**config.mk**
```make
export PLATFORM = sky130hd
export DESIGN_NAME = postinc_load_store_decode
export DESIGN_NICKNAME = d
export VERILOG_FILES = /design/src/hdl/postinc_load_store_decode.v
export VERILOG_INCLUDE_DIRS = /design/src /design/src/hdl
export SDC_FILE = /design/constraint.sdc
export NUM_CORES = 1
export LEC_CHECK = 0
export ABC_AREA = 1
export BUFFER_PORTS_ARGS = -buffer_cell sky130_fd_sc_hd__buf_2
export CAP_MARGIN = 20
export CORE_MARGIN = 5
export CORE_UTILIZATION = 55
export CTS_BUF_LIST = sky130_fd_sc_hd__clkbuf_4 sky130_fd_sc_hd__clkbuf_8 sky130_fd_sc_hd__clkbuf_16
export DETAILED_ROUTE_END_ITERATION = 16
export GPL_TIMING_DRIVEN = 1
export PLACE_DENSITY = 0.83
export SYNTH_ARGS = -nofsm -noshare
export SYNTH_HDL_FRONTEND = slang
export SYNTH_SLANG_ARGS = --single-unit
```
**constraint.sdc**
```tcl
create_clock -name i_clk -period 4.26 [get_ports i_clk]
set_input_delay 0.426 -clock i_clk [delete_from_list [all_inputs] [get_ports i_clk]]
set_output_delay 0.426 -clock i_clk [all_outputs]
set_load 0.02 [all_outputs]
```
**src/hdl/postinc_ls_defines.vh**
```
`ifndef POSTINC_LS_DEFINES_VH
`define POSTINC_LS_DEFINES_VH
`define OPC_CUST0 7'h0B
`define OPC_CUST1 7'h2B
`define F3_B 3'h0
`define F3_H 3'h1
`define F3_W 3'h2
`define F3_RR 3'h3
`define F3_BU 3'h4
`define F3_HU 3'h5
`define F7_LD_PI_BASE 5'h00
`define F7_LD_IDX_BASE 5'h02
`define F7_ST_PI 5'h08
`define F7_ST_IDX 5'h0A
`define SZ_B 2'h0
`define SZ_H 2'h1
`define SZ_W 2'h2
`define ST_IDLE 2'h0
`define ST_WAIT 2'h1
`endif

```
**src/hdl/postinc_load_store_decode.v**
```verilog
// Contract
// - access at base, then write base plus offset
// - custom forms only when custom parameter is 1
// - dest equals base: loaded data wins
// - immediate post-increment loads under opcode 0x0B
// - signed forms sign-extend, unsigned zero-extend
// - register post-increment loads, funct7 picks size
// - indexed loads, base plus rs2, no update
// - immediate post-increment stores, split immediate
// - register post-increment stores, offset in 11:7
// - indexed stores, base plus 11:7 register
// - event load only when cluster parameter is 1
// - event load word, base plus immediate
// - immediates are sign-extended
//
// Decided for this implementation: strobed register access and the register offsets.
`timescale 1ns/1ps
`default_nettype none
`include "postinc_ls_defines.vh"
module postinc_load_store_decode #(
  parameter custom_ext_enable_param = 1,
  parameter cluster_ext_enable_param = 1
) (
  input wire i_clk,
  input wire i_rst_b,
  input wire i_instr_valid,
  input wire [31:0] i_instr,
  input wire [31:0] i_rs1_data,
  input wire [31:0] i_rs2_data,
  input wire [31:0] i_rs3_data,
  output wire o_instr_ready,
  output wire o_illegal,
  output wire o_event_sleep,
  output wire [4:0] o_rs1_addr,
  output wire [4:0] o_rs2_addr,
  output wire [4:0] o_rs3_addr,
  output wire o_mem_req,
  output reg [31:0] o_mem_addr,
  output reg o_mem_we,
  output reg [3:0] o_mem_be,
  output reg [31:0] o_mem_wdata,
  input wire i_mem_gnt,
  input wire i_mem_rvalid,
  input wire [31:0] i_mem_rdata,
  output reg o_rf_we,
  output reg [4:0] o_rf_waddr,
  output reg [31:0] o_rf_wdata
);

  // field slices; register addresses go straight out to the register file
  wire [6:0] opc = i_instr[6:0];
  wire [2:0] f3 = i_instr[14:12];
  wire [6:0] f7 = i_instr[31:25];
  wire [4:0] rd = i_instr[11:7];
  wire [4:0] rs1 = i_instr[19:15];
  wire en_cust = (custom_ext_enable_param == 1);
  wire en_clus = (cluster_ext_enable_param == 1);
  wire [31:0] imm_i = {{20{i_instr[31]}}, i_instr[31:20]};
  wire [31:0] imm_s = {{20{i_instr[31]}}, i_instr[31:25], i_instr[11:7]};
  reg dec_ok;
  reg dec_ld;
  reg dec_pi;
  reg dec_uns;
  reg dec_ev;
  reg [1:0] dec_sz;
  reg [31:0] dec_off;

  // full encodings listed, so a stray funct7 bit never aliases a legal form
  always @* begin
    dec_ok = 1'b0;
    dec_ld = 1'b0;
    dec_pi = 1'b0;
    dec_uns = 1'b0;
    dec_ev = 1'b0;
    dec_sz = `SZ_W;
    dec_off = 32'h00000000;
    if (opc == `OPC_CUST0) begin
      case (f3)
        `F3_RR: begin
          dec_ok = en_clus;
          dec_ld = 1'b1;
          dec_ev = 1'b1;
          dec_off = imm_i;
        end
        `F3_B, `F3_H, `F3_W, `F3_BU, `F3_HU: begin
          dec_ok = en_cust;
          dec_ld = 1'b1;
          dec_pi = 1'b1;
          dec_uns = f3[2];
          dec_sz = f3[1:0];
          dec_off = imm_i;
        end
        default: begin
          dec_ok = 1'b0;
        end
      endcase
    end else if (opc == `OPC_CUST1) begin
      if (f3 == `F3_RR) begin
        case (f7)
          7'h00, 7'h08, 7'h01, 7'h09, 7'h02: begin
            dec_ok = en_cust;
            dec_ld = 1'b1;
            dec_pi = 1'b1;
            dec_uns = f7[3];
            dec_sz = f7[1:0];
            dec_off = i_rs2_data;
          end
          7'h04, 7'h0C, 7'h05, 7'h0D, 7'h06: begin
            dec_ok = en_cust;
            dec_ld = 1'b1;
            dec_uns = f7[3];
            dec_sz = f7[1:0];
            dec_off = i_rs2_data;
          end
          7'h10, 7'h11, 7'h12: begin
            dec_ok = en_cust;
            dec_pi = 1'b1;
            dec_sz = f7[1:0];
            dec_off = i_rs3_data;
          end
          7'h14, 7'h15, 7'h16: begin
            dec_ok = en_cust;
            dec_sz = f7[1:0];
            dec_off = i_rs3_data;
          end
          default: begin
            dec_ok = 1'b0;
          end
        endcase
      end else if (f3 == `F3_B || f3 == `F3_H || f3 == `F3_W) begin
        dec_ok = en_cust;
        dec_pi = 1'b1;
        dec_sz = f3[1:0];
        dec_off = imm_s;
      end
    end
  end

  assign o_rs1_addr = rs1;
  assign o_rs2_addr = i_instr[24:20];
  assign o_rs3_addr = i_instr[11:7];
  reg [1:0] state_ff;
  reg [1:0] nxt_state;
  reg ld_ff;
  reg uns_ff;
  reg pi_ff;
  reg ev_ff;
  reg [1:0] sz_ff;
  reg [1:0] lane_ff;
  reg [4:0] rd_ff;
  reg [4:0] base_ff;
  reg [31:0] inc_ff;
  reg wb_pend_ff;
  reg illegal_ff;
  reg req_done_ff;

  // busy while the second write-port cycle of a load is still owed
  wire idle = (state_ff == `ST_IDLE) && !wb_pend_ff;
  assign o_instr_ready = idle;
  assign o_mem_req = (state_ff == `ST_WAIT) && !req_done_ff;
  assign o_illegal = illegal_ff;
  assign o_event_sleep = (state_ff == `ST_WAIT) && ev_ff;
  wire take = idle && i_instr_valid;
  wire [31:0] acc_addr = dec_pi ? i_rs1_data : i_rs1_data + dec_off;
  wire [31:0] inc_addr = i_rs1_data + dec_off;
  wire [1:0] lo = acc_addr[1:0];

  reg [3:0] be;
  reg [31:0] wd;
  always @* begin
    case (dec_sz)
      `SZ_B: begin
        be = 4'h1 << lo;
        wd = {4{i_rs2_data[7:0]}};
      end
      `SZ_H: begin
        be = lo[1] ? 4'hC : 4'h3;
        wd = {2{i_rs2_data[15:0]}};
      end
      default: begin
        be = 4'hF;
        wd = i_rs2_data;
      end
    endcase
  end

  // lane shift first, so one extender serves every byte position
  wire [31:0] sh = i_mem_rdata >> {lane_ff, 3'h0};
  reg [31:0] ext;
  always @* begin
    case (sz_ff)
      `SZ_B: begin
        ext = {{24{sh[7] & !uns_ff}}, sh[7:0]};
      end
      `SZ_H: begin
        ext = {{16{sh[15] & !uns_ff}}, sh[15:0]};
      end
      default: begin
        ext = i_mem_rdata;
      end
    endcase
  end

  always @* begin
    nxt_state = state_ff;
    case (state_ff)
      `ST_IDLE: begin
        if (take && dec_ok) begin
          nxt_state = `ST_WAIT;
        end
      end
      `ST_WAIT: begin
        if (ld_ff ? i_mem_rvalid : (req_done_ff || i_mem_gnt)) begin
          nxt_state = `ST_IDLE;
        end
      end
      default: begin
        nxt_state = `ST_IDLE;
      end
    endcase
  end

  // stores finish at grant; loads wait for data, so base update trails the load
  always @(posedge i_clk or negedge i_rst_b) begin
    if (!i_rst_b) begin
      state_ff <= `ST_IDLE;
      ld_ff <= 1'b0;
      uns_ff <= 1'b0;
      pi_ff <= 1'b0;
      ev_ff <= 1'b0;
      sz_ff <= `SZ_W;
      lane_ff <= 2'h0;
      rd_ff <= 5'h00;
      base_ff <= 5'h00;
      inc_ff <= 32'h00000000;
      illegal_ff <= 1'b0;
      req_done_ff <= 1'b0;
    end else begin
      state_ff <= nxt_state;
      illegal_ff <= take && !dec_ok;
      if (take && dec_ok) begin
        ld_ff <= dec_ld;
        uns_ff <= dec_uns;
        pi_ff <= dec_pi;
        ev_ff <= dec_ev;
        sz_ff <= dec_sz;
        lane_ff <= lo;
        rd_ff <= rd;
        base_ff <= rs1;
        inc_ff <= inc_addr;
        req_done_ff <= 1'b0;
      end else if (o_mem_req && i_mem_gnt) begin
        req_done_ff <= 1'b1;
      end
    end
  end

  // request fields stand until the next legal instruction is taken
  always @(posedge i_clk or negedge i_rst_b) begin
    if (!i_rst_b) begin
      o_mem_addr <= 32'h00000000;
      o_mem_we <= 1'b0;
      o_mem_be <= 4'h0;
      o_mem_wdata <= 32'h00000000;
    end else if (take && dec_ok) begin
      o_mem_addr <= {acc_addr[31:2], 2'h0};
      o_mem_we <= !dec_ld;
      o_mem_be <= dec_ld ? 4'hF : be;
      o_mem_wdata <= wd;
    end
  end

  // one write port: a post-increment load spends two cycles on it unless rd is the base register
  always @(posedge i_clk or negedge i_rst_b) begin
    if (!i_rst_b) begin
      o_rf_we <= 1'b0;
      o_rf_waddr <= 5'h00;
      o_rf_wdata <= 32'h00000000;
      wb_pend_ff <= 1'b0;
    end else begin
      o_rf_we <= 1'b0;
      wb_pend_ff <= 1'b0;
      if (wb_pend_ff) begin
        o_rf_we <= 1'b1;
        o_rf_waddr <= base_ff;
        o_rf_wdata <= inc_ff;
      end else if (state_ff == `ST_WAIT && nxt_state == `ST_IDLE) begin
        if (ld_ff) begin
          o_rf_we <= 1'b1;
          o_rf_waddr <= rd_ff;
          o_rf_wdata <= ext;
          wb_pend_ff <= pi_ff && (base_ff != rd_ff);
        end else if (pi_ff) begin
          o_rf_we <= 1'b1;
          o_rf_waddr <= base_ff;
          o_rf_wdata <= inc_ff;
        end
      end
    end
  end

endmodule
`default_nettype wire

```
## Word-level counts from Yosys, hierarchy flattened

Cells that the tools add are included.
W data, S select, Z words.

| word-level totals | value |
|---|---|
| flip-flop bits (word level) | 160 |
| input bits | 165 |
| output and inout port bits | 126 |
| logic and storage cells | 145 |

| cells by class | value |
|---|---|
| add/subtract/negate cells | 1 |
| equal/unequal tests | 26 |
| shift operators | 2 |
| mux-type cells | 61 |
| bitwise logic cells | 2 |
| reduce and logical (&&, ||, !) cells | 33 |

Operator list:

| operator | number |
|---|---|
| $mux W32 | 10 |
| $pmux W32 S2 | 3 |
| $eq A7 B5 Y1 const B | 6 |
| $eq A7 B4 Y1 const B | 5 |
| $add A32 B32 Y32 | 1 |
| $mux W1 | 32 |
| $shr A32 B5 Y16 | 1 |
| $eq A7 B3 Y1 const B | 3 |
| $mux W5 | 4 |
| $mux W2 | 8 |
| $reduce_or A16 Y1 | 1 |
| $reduce_or A6 Y1 | 2 |
| $reduce_or A10 Y1 | 1 |
| $logic_and A1 B1 Y1 | 9 |
| $logic_not A2 Y1 | 4 |
| $mux W4 | 2 |
| $pmux W4 S2 | 1 |
| $reduce_or A8 Y1 | 1 |
| $eq A7 B1 Y1 const B | 1 |
| $eq A7 B2 Y1 const B | 1 |
| $eq A7 B6 Y1 const B | 1 |
| $logic_not A7 Y1 | 1 |
| $eq A2 B1 Y1 const B | 3 |
| $eq A3 B2 Y1 const B | 2 |
| 13 further kinds | 22 |

## Depth between registers and ports, before layout

Gate-level depths: netlist (run 1).

| depth | value |
|---|---|
| word-level depth | 14 |
| depth in mapped cells | 25 |
| mapped depth without buffers | 24 |

## Least setup slack after synthesis (run 1)

Ideal clock, no wire load.

| timing | value |
|---|---|
| path kind | in2reg |
| from | input i_instr[31] |
| to | register o_mem_addr[30] |
| setup time | 0.124 ns |
| arrival | 2.971 ns |
| required time | 4.136 ns |
| setup slack | 1.165 ns |
| stages on the path | 25 |
| buffers on the path | 1 |
| cell sequence | inv_1 -> nand2_1 -> nor2_1 -> nand2_1 -> inv_1 -> clkbuf_1 -> nand2_1 -> nand3_1 -> nand2_1 -> a21oi_1 -> ha_1 -> inv_1 -> fa_1 -> inv_1 -> nand3_1 -> nand2_1 -> nand2_1 -> nand2_1 -> nand3_1 -> nand3_1 -> nand2_1 -> nand2_1 -> nand2_1 -> nand3_1 -> nand2_1 |

| on the way | value |
|---|---|
| longest elaborated chain between the ends | 8 |
| elaborated cells between the ends (all ways) | 37 |
| classes of those cells | add/sub: 1; eq/ne: 15; mux: 15; reduce/logical: 6 |

RTL lines:

| item | line | text |
|---|---|---|
| start: declaration | postinc_load_store_decode.v:27 | `input wire [31:0] i_instr,` |
| $eq A7 B3 Y1 (tied with other cells) | postinc_load_store_decode.v:99 | `case (f7)` |
| $reduce_or A10 Y1 (no line) / $reduce_or A6 Y1 (equally long branches) | -- |  |
| $pmux W32 S2 | postinc_load_store_decode.v:99 |  |
| $mux W32 | postinc_load_store_decode.v:98 | `` if (f3 == `F3_RR) begin `` |
| $mux W32 | postinc_load_store_decode.v:97 | `` end else if (opc == `OPC_CUST1) begin `` |
| $mux W32 | postinc_load_store_decode.v:77 | `` if (opc == `OPC_CUST0) begin `` |
| $add A32 B32 Y32 | postinc_load_store_decode.v:164 | `wire [31:0] acc_addr = dec_pi ? i_rs1_data : i_rs1_data + dec_off;` |
| $mux W32 | postinc_load_store_decode.v:164 |  |
| end signal: assignment | postinc_load_store_decode.v:266 | `o_mem_addr <= {acc_addr[31:2], 2'h0};` |
| end: declaration | postinc_load_store_decode.v:38 | `output reg [31:0] o_mem_addr,` |

Several ways; a longest one is shown, not always the timed one.
A chain may end at the register's enable or synchronous reset.

## Final worst setup path (run 1)

| timing | value |
|---|---|
| from | input i_instr[2] |
| to | register o_mem_addr[14] |

| on the way | value |
|---|---|
| longest elaborated chain between the ends | 5 |
| elaborated cells between the ends (all ways) | 11 |
| classes of those cells | add/sub: 1; eq/ne: 2; mux: 7; reduce/logical: 1 |

RTL lines:

| item | line |
|---|---|
| $eq A7 B6 Y1 (no line) | -- |
| $mux W32 | postinc_load_store_decode.v:97 |
| $mux W32 | postinc_load_store_decode.v:77 |
| $add A32 B32 Y32 | postinc_load_store_decode.v:164 |
| $mux W32 | postinc_load_store_decode.v:164 |

Several ways; a longest one is shown, not always the timed one.

==> flow_metrics.env, run 1 <==
export IMPL_vias=12830
export IMPL_finalMaxSlewViolations=0
export IMPL_clock_root_buffer="clkbuf_16"
export IMPL_setup_tns_final_ns=0
export IMPL_rows=52
export IMPL_cts_buffer_depth=2
export IMPL_n_antenna_cell=0
export IMPL_htree_levels=4
export IMPL_cts_tree="done"
export IMPL_die_area_mm2=0.02316
export IMPL_fillCellCount=1776
export IMPL_initial_core_util_pct=55.48
export IMPL_seq_area_frac_synth_pct=36.02
export IMPL_dr_pass1_iters=6
export IMPL_overflow=0
export IMPL_cap_violations=0
export IMPL_rsz0062_at_grt="false"
export IMPL_grt_use_total_pct=36.37
export IMPL_yosys_area_share_simple_pct=33.63
export IMPL_powerDensity_mw_per_mm2=309.9
export IMPL_routed_via_density=5.740
export IMPL_hp_class="in2reg"
export IMPL_critical_path_class="in2reg"
export IMPL_grt_first_pass_wirelength_um=67540
export IMPL_insertion_delay_ns=0.44
export IMPL_status="complete, no violations"
export IMPL_cp_data_required_time_ns=4.63
export IMPL_synth_fa_ha_area_share_pct=3.669
export IMPL_wl_per_cell_um=19.35
export IMPL_hold_viol_final=0
export IMPL_synth_top_family_by_area="simple AND/OR/NAND/NOR gates"
export IMPL_peakVddDrop_mv=0.2731
export IMPL_ys_ff_latch=160
export IMPL_startpoint_type="input pin"
export IMPL_ant_nets=0
export IMPL_finClkSkew_ns=0.01358
export IMPL_synth_compound_area_share_pct=16.03
export IMPL_cts_buffers_inserted=17
export IMPL_final_cell_mix="nand2_1 (626), buf_2 (287), dfrtp_1 (159), o21ai_0 (146), inv_1 (138)"
export IMPL_fin_crit_sh_pct=80.85
export IMPL_drt_total_wl_um=43280
export IMPL_power_leakage_nw=7.664
export IMPL_cts_resized=0
export IMPL_synthCells=1690
export IMPL_dp_cells=2202
export IMPL_dr_first_iter_drc_count=1223
export IMPL_maxSlewHeadroom_pct=33.46
export IMPL_fp_dieH_um=152.2
export IMPL_routabilityCongestion=1.020
export IMPL_io_buffers=288
export IMPL_crit_path_end_kind="register"
export IMPL_critPathArrivalTime_ns=3.82
export IMPL_synth_xor_area_share_pct=1.339
export IMPL_die_x_um=152.2
export IMPL_antenna_found_initial=1
export IMPL_setup_viol=0
export IMPL_synth_main_ff_cell="dfrtp_1"
export IMPL_synth_mux_area_share_pct=0
export IMPL_final_cell_count_no_fill=2236
export IMPL_clkTransAtPathRegs_ns=0.08
export IMPL_tightest_slew_ns=0.9970
export IMPL_synth_area_mm2=0.01112
export IMPL_synth_distinct_cells=47
export IMPL_first_global_vias=12160
export IMPL_clock_sinks=160
export IMPL_async_reset_ff_share_pct=100.0
export IMPL_drive_above_1_share_pct=19.99
export IMPL_ff2ff_setup_slack_ns=1.25
export IMPL_core_area_mm2=0.02004
export IMPL_period_needed_ns=3.444
export IMPL_nets=2150
export IMPL_synth_edff_count=0
export IMPL_ys_warn_count=0
export IMPL_max_freq_ghz=0.2903
export IMPL_syn2layout_area_growth_pct=20.74
export IMPL_grt_max_degree=111
export IMPL_dp_hpwl_um=33500
export IMPL_mostFrequentLayoutCell="nand2_1"
export IMPL_cp_max_fo=8
export IMPL_power_mw=4.160
export IMPL_avgSynthCellArea_um2=6.579
export IMPL_drc=0
export IMPL_io_pins=291
## cells in the mapped netlist, drive strengths merged, types with 4 or more instances
cell | instances | area (um^2)
nand2 | 632 | 2387
dfrtp | 159 | 3979
o21ai | 148 | 744.5
inv | 145 | 546.8
nor2 | 126 | 493.0
nand3 | 116 | 598.1
a21oi | 115 | 575.6
buf | 53 | 335.3
clkbuf | 39 | 146.4
ha | 31 | 387.9
nand4 | 21 | 131.4
o22ai | 21 | 131.4
a22o | 18 | 157.7
nor3 | 14 | 70.07
xor2 | 13 | 113.9
a22oi | 6 | 45.04
a21boi | 5 | 37.54
or2 | 5 | 31.28
xnor2 | 4 | 35.03
## path summary, 6_finish.rpt
| kind | startpoint | endpoint | cells after the start |
|---|---|---|---|
| setup / recovery | i_instr[2] | o_mem_addr[14]$_DFFE_PN0P_ | 23 |
| hold / removal | i_instr[18] | base_ff[3]$_DFFE_PN0P_ | 3 |
| setup reg to reg | wb_pend_ff$_DFF_PN0_ | o_mem_addr[11]$_DFFE_PN0P_ | 9 |
| hold reg to reg | o_rf_wdata[12]$_DFFE_PN0P_ | o_rf_wdata[12]$_DFFE_PN0P_ | 2 |
| max in group asynchronous | i_rst_b | sz_ff[1]$_DFFE_PN1P_ | 3 |
| min in group asynchronous | i_rst_b | o_mem_wdata[28]$_DFFE_PN0P_ | 2 |
## power breakdown
group / switching (mW) / internal, mW / leakage [nW]
clock: 0.815 / 0.800 / 0.290
sequential: 0.0711 / 1.62 / 2.10
combinational: 0.557 / 0.292 / 5.27
## registers in the layout, indices dropped and copies added (netlist names), 2 cells and up
signal,flops
base_ff,5
inc_ff,32
lane_ff,2
o_mem_addr,30
o_mem_be,4
o_mem_wdata,32
o_rf_waddr,5
o_rf_wdata,32
rd_ff,5
state_ff,2
sz_ff,2
## area by class of cell
type / instances / area [um^2] / area share [%]
clock inverters: 15 / 186.4 / 1.389
flip-flops and latches: 160 / 4005 / 29.84
repair buffers: 334 / 1828 / 13.62
inverters: 146 / 550.5 / 4.101
well taps: 270 / 337.8 / 2.517
multi-input cells: 1294 / 6091 / 45.37
clock buffers: 17 / 425.4 / 3.169
## layer usage
metal	routed length [um]	global-route usage, %	vias up
met3	4597	6.816	117
met5	10	0	-
met1	17640	51.29	5916
met4	1518	12.37	2
li1	-	-	6002
met2	19510	56.73	797
## stage by stage
step | worst slack (ns) | hold slack (ns) | util, % | instance area [um^2]
2_1_floorplan | 1.165 | 0.1304 | - | 11130
3_3_place_gp | 0.5587 | 0.4481 | 63.75 | 12770
3_5_place_dp | 0.4814 | 0.4526 | 63.75 | 12770
4_1_cts | 0.9184 | 0.1553 | 66.80 | 13390
5_1_grt | 0.5339 | 0.2046 | 66.99 | 13420
6_report | 0.8159 | 0.2027 | 66.99 | 13420
## logic make-up (layout without fill, tap and decap cells)
| kind of cell | Yosys count | after routing |
|---|---|---|
| AO/OA/AOI/OAI | 324 | 324 |
| XOR/XNOR | 17 | 17 |
| adder cells (fa/ha/maj) | 32 | 32 |
| buffers and inverters | 238 | 512 |
| flip-flops | 160 | 160 |
| other | 1 | 3 |
| AND/OR/NAND/NOR | 918 | 918 |
## worst max-delay path, stage by stage
cell and delay, ns:
buf_2 0.09, inv_1 0.06, nand2_1 0.07, nor2_2 0.13
nand2_1 0.12, nor2_2 0.22, inv_1 0.16, o21ai_0 0.18
nand2_1 0.07, a21oi_1 0.13, ha_1 0.23, inv_1 0.08
fa_1 0.40, inv_1 0.13, nand3_1 0.08, nand2_1 0.16
nand2_1 0.07, nand2_1 0.14, nand3_1 0.13, nand3_1 0.15
xor2_1 0.37, nor2_1 0.09, nor2_1 0.11
## what timing repair did
item / CTS / global route
hold endpoints to repair: 0 / 35
hold buffers: 0 / 1
setup buffers: 0 / 0
Power figures use the tool's default switching activity.
==> run 2: changes to the inputs <==
Settings changed: ABC_AREA 1 to 0, CORE_UTILIZATION 55 to 48, PLACE_DENSITY 0.83 to 0.78.
Clock period 4.26 ns to 2.8 ns, I/O delays scaled along.
==> run 2 against run 1 <==
Against the previous run: largest power group unchanged; routed wire length decreased by 7.0%; first-iteration DRC count decreased by 26%; area after synthesis decreased by 9.5%; total power increased by 50%; worst hold slack got worse by 0.16 ns; the flow now finishes with violations (setup timing); critical endpoint is now inc_ff[30]$_DFFE_PN0P_; highest routed layer unchanged; clock-buffer cell count unchanged; largest cell class unchanged.
==> flow_metrics.env, run 2 <==
export IMPL_rows=53
export IMPL_insertion_delay_ns=0.44
export IMPL_hp_class="in2reg"
export IMPL_critPathLaunch="i_instr[25]"
export IMPL_drt_total_wl_um=40260
export IMPL_io_pins=291
export IMPL_worst_slack_ns=-0.6390
export IMPL_finClkSkew_ns=0.01081
export IMPL_finalMaxSlewViolations=0
export IMPL_peakVddDrop_mv=0.3906
export IMPL_seq_area_frac_synth_pct=39.80
export IMPL_power_mw=6.220
export IMPL_grt_max_degree=74
export IMPL_cp_max_fo=6
export IMPL_synth_main_ff_cell="dfrtp_1"
export IMPL_hold_viol_final=0
export IMPL_grt_first_pass_wirelength_um=59000
export IMPL_min_path_cells=3
export IMPL_critical_path_class="in2reg"
export IMPL_die_area_mm2=0.02396
export IMPL_cp_data_required_time_ns=3.10
export IMPL_max_freq_ghz=0.2908
export IMPL_synthCells=1224
export IMPL_regArea_mm2=0.004005
export IMPL_critPathArrivalTime_ns=3.74
export IMPL_die_x_um=154.8
export IMPL_cts_buffer_depth=2
export IMPL_avgSynthCellArea_um2=8.221
export IMPL_final_cell_mix="buf_2 (282), buf_4 (202), nand2_1 (200), dfrtp_1 (159), a21oi_1 (138)"
export IMPL_dpl_worst_slack_ns=-1.158
export IMPL_dp_hpwl_um=28840
export IMPL_synth_edff_count=0
export IMPL_clkTransAtPathRegs_ns=0.07
export IMPL_clock_sinks=160
export IMPL_dr_pass1_iters=5
export IMPL_dr_first_iter_drc_count=909
export IMPL_core_area_mm2=0.02082
export IMPL_clock_root_buffer="clkbuf_16"
export IMPL_fin_crit_sh_pct=122.8
export IMPL_placed_area_mm2=0.01305
export IMPL_overflow=0
export IMPL_largest_registers="inc_ff: 32 flops, o_mem_wdata: 32 flops, o_rf_wdata: 32 flops"
export IMPL_multi_input_area_mm2=0.006639
export IMPL_failed_checks="setup timing"
export IMPL_hold_slack_ns=0.04702
export IMPL_synth_area_leaders="dfrtp_1 (40%), a21oi_1 (8.7%), nand2_1 (7.9%)"
export IMPL_routed_via_density=5.770
export IMPL_tightest_slew_ns=0.5463
export IMPL_power_leakage_nw=7.941
export IMPL_ant_nets=0
export IMPL_hold_path_startpoint="i_instr[18]"
export IMPL_fp_dieH_um=154.8
export IMPL_synth_common_cells="nand2_1 (213), a21oi_1 (174), dfrtp_1 (159), nor2_1 (122), o21ai_0 (114)"
export IMPL_ff2ff_setup_slack_ns=0.47
export IMPL_ys_warn_count=0
export IMPL_cts_buffers_inserted=17
export IMPL_ys_ff_latch=160
export IMPL_yosysTopAreaCell="dfrtp_1"
export IMPL_setup_tns_final_ns=-14.97
export IMPL_mostFrequentLayoutCell="buf_2"
export IMPL_reg2reg_depth=8
export IMPL_cap_violations=0
export IMPL_dp_cells=1873
export IMPL_grt_use_total_pct=31.20
export IMPL_synth_distinct_cells=64
export IMPL_drive_above_1_share_pct=44.35
export IMPL_synth_top_area_share_pct=39.54
export IMPL_cts_tree="done"
export IMPL_status="finished, violations left"
export IMPL_final_area_mm2=0.01525
export IMPL_maxSlewHeadroom_pct=63.46
export IMPL_crit_path_end_kind="register"
export IMPL_io_buffers=288
export IMPL_powerDensity_mw_per_mm2=407.7
export IMPL_wl_per_cell_um=20.45
export IMPL_vias=11360
export IMPL_nets=1875
export IMPL_setup_viol=44
export IMPL_timing_rr_start="lane_ff[1]$_DFFE_PN0P_"
export IMPL_period_needed_ns=3.439
export IMPL_synth_most_common_cell="nand2_1"
export IMPL_final_cell_count_no_fill=1969
export IMPL_initial_core_util_pct=48.32
export IMPL_startpoint_type="input pin"
export IMPL_hold_end="base_ff[3]$_DFFE_PN0P_"
export IMPL_htree_levels=4
export IMPL_routabilityCongestion=0.9821
export IMPL_rsz0062_at_grt="true"
export IMPL_antenna_found_initial=5
export IMPL_drc=0
export IMPL_final_util_pct=73.26
export IMPL_worstReg2RegEnd="o_rf_wdata[19]$_DFFE_PN0P_"
export IMPL_fillCellCount=1519
export IMPL_first_global_vias=10970
export IMPL_synth_area_mm2=0.01006
export IMPL_syn2layout_area_growth_pct=51.60
export IMPL_async_reset_ff_share_pct=100.0
run 2: changes by cell type after synthesis, sizes merged, moves of 17 or more:
| cell | before | now |
|---|---|---|
| a22o | 18 | 1 |
| a21o | 0 | 18 |
| a21oi | 115 | 175 |
| nand2 | 632 | 213 |
| a221o | 1 | 27 |
| inv | 145 | 17 |
| mux2i | 0 | 43 |
| clkbuf | 39 | 71 |
| o22ai | 21 | 1 |
| o21ai | 148 | 119 |
| nand4 | 21 | 3 |
| buf | 53 | 27 |
| nand3 | 116 | 8 |
run 2: final cells by class:
| cell class | count | area share [%] |
|---|---|---|
| clock buffers | 17 | 2.789 |
| multi-input cells | 951 | 43.52 |
| clock inverters | 15 | 1.099 |
| diodes | 3 | 0.04921 |
| well taps | 275 | 2.256 |
| flip-flops and latches | 160 | 26.25 |
| repair buffers | 531 | 23.58 |
| inverters | 17 | 0.4511 |
run 2: report_power, final:
group	internal (mW)	switching, mW	total (mW)
registers	2.42	0.0890	2.51
logic	0.566	0.762	1.33
clock network	1.27	1.11	2.38
total	4.26	1.96	6.22
run 2: repair_timing:
item | CTS | global route
endpoints found under the hold margin | 38 | 0
resized for setup | 131 | 103
hold buffers | 1 | 0
pin swaps | 88 | 105
cloned | 3 | 1
buffers inserted | 41 | 29
setup endpoints to repair | 42 | 53
run 2: critical path: stages:
cell and delay (ns):
buf_8 0.08, inv_4 0.03, o2111a_2 0.33, buf_12 0.17
buf_16 0.12, a221o_1 0.37, a21oi_2 0.18, nor2_2 0.08
ha_1 0.33, buf_4 0.17, nand2_2 0.08, nor2_2 0.07
a22o_1 0.21, nor3_2 0.19, a21oi_2 0.10, a41o_2 0.28
a311oi_2 0.25, xor2_1 0.29, o21ai_1 0.13
run 2: cells by family after synthesis:
group / after synthesis / synth area share (%)
and+or+nand+nor: 420 / 18.24
AOI/OAI and AO/OA: 403 / 23.69
DFF: 160 / 39.80
buffers and inverters: 115 / 5.036
muxes: 59 / 6.180
xor gates and xnor gates: 34 / 2.959
adders and majority gates: 32 / 4.054
other: 1 / 0.03727
run 2: how the worst max path moves through the flow:
stage / slack (ns) / end
global route: -0.81 / o_mem_addr[29]$_DFFE_PN0P_
floorplan: -0.81 / o_mem_addr[26]$_DFFE_PN0P_
global placement: -1.01 / o_mem_addr[29]$_DFFE_PN0P_
finish: -0.64 / inc_ff[30]$_DFFE_PN0P_
detailed placement: -1.16 / o_mem_addr[29]$_DFFE_PN0P_
CTS: -0.49 / o_mem_addr[29]$_DFFE_PN0P_
run 2: metal layers:
metal | GRT usage, % | up-vias | share of wire [%]
met2 | 51.10 | 638 | 49
met3 | 8.226 | 127 | 9.4
met4 | 13.04 | 4 | 4.1
met1 | 39.25 | 5388 | 38
met5 | 0 | - | 0.037
li1 | - | 5205 | -
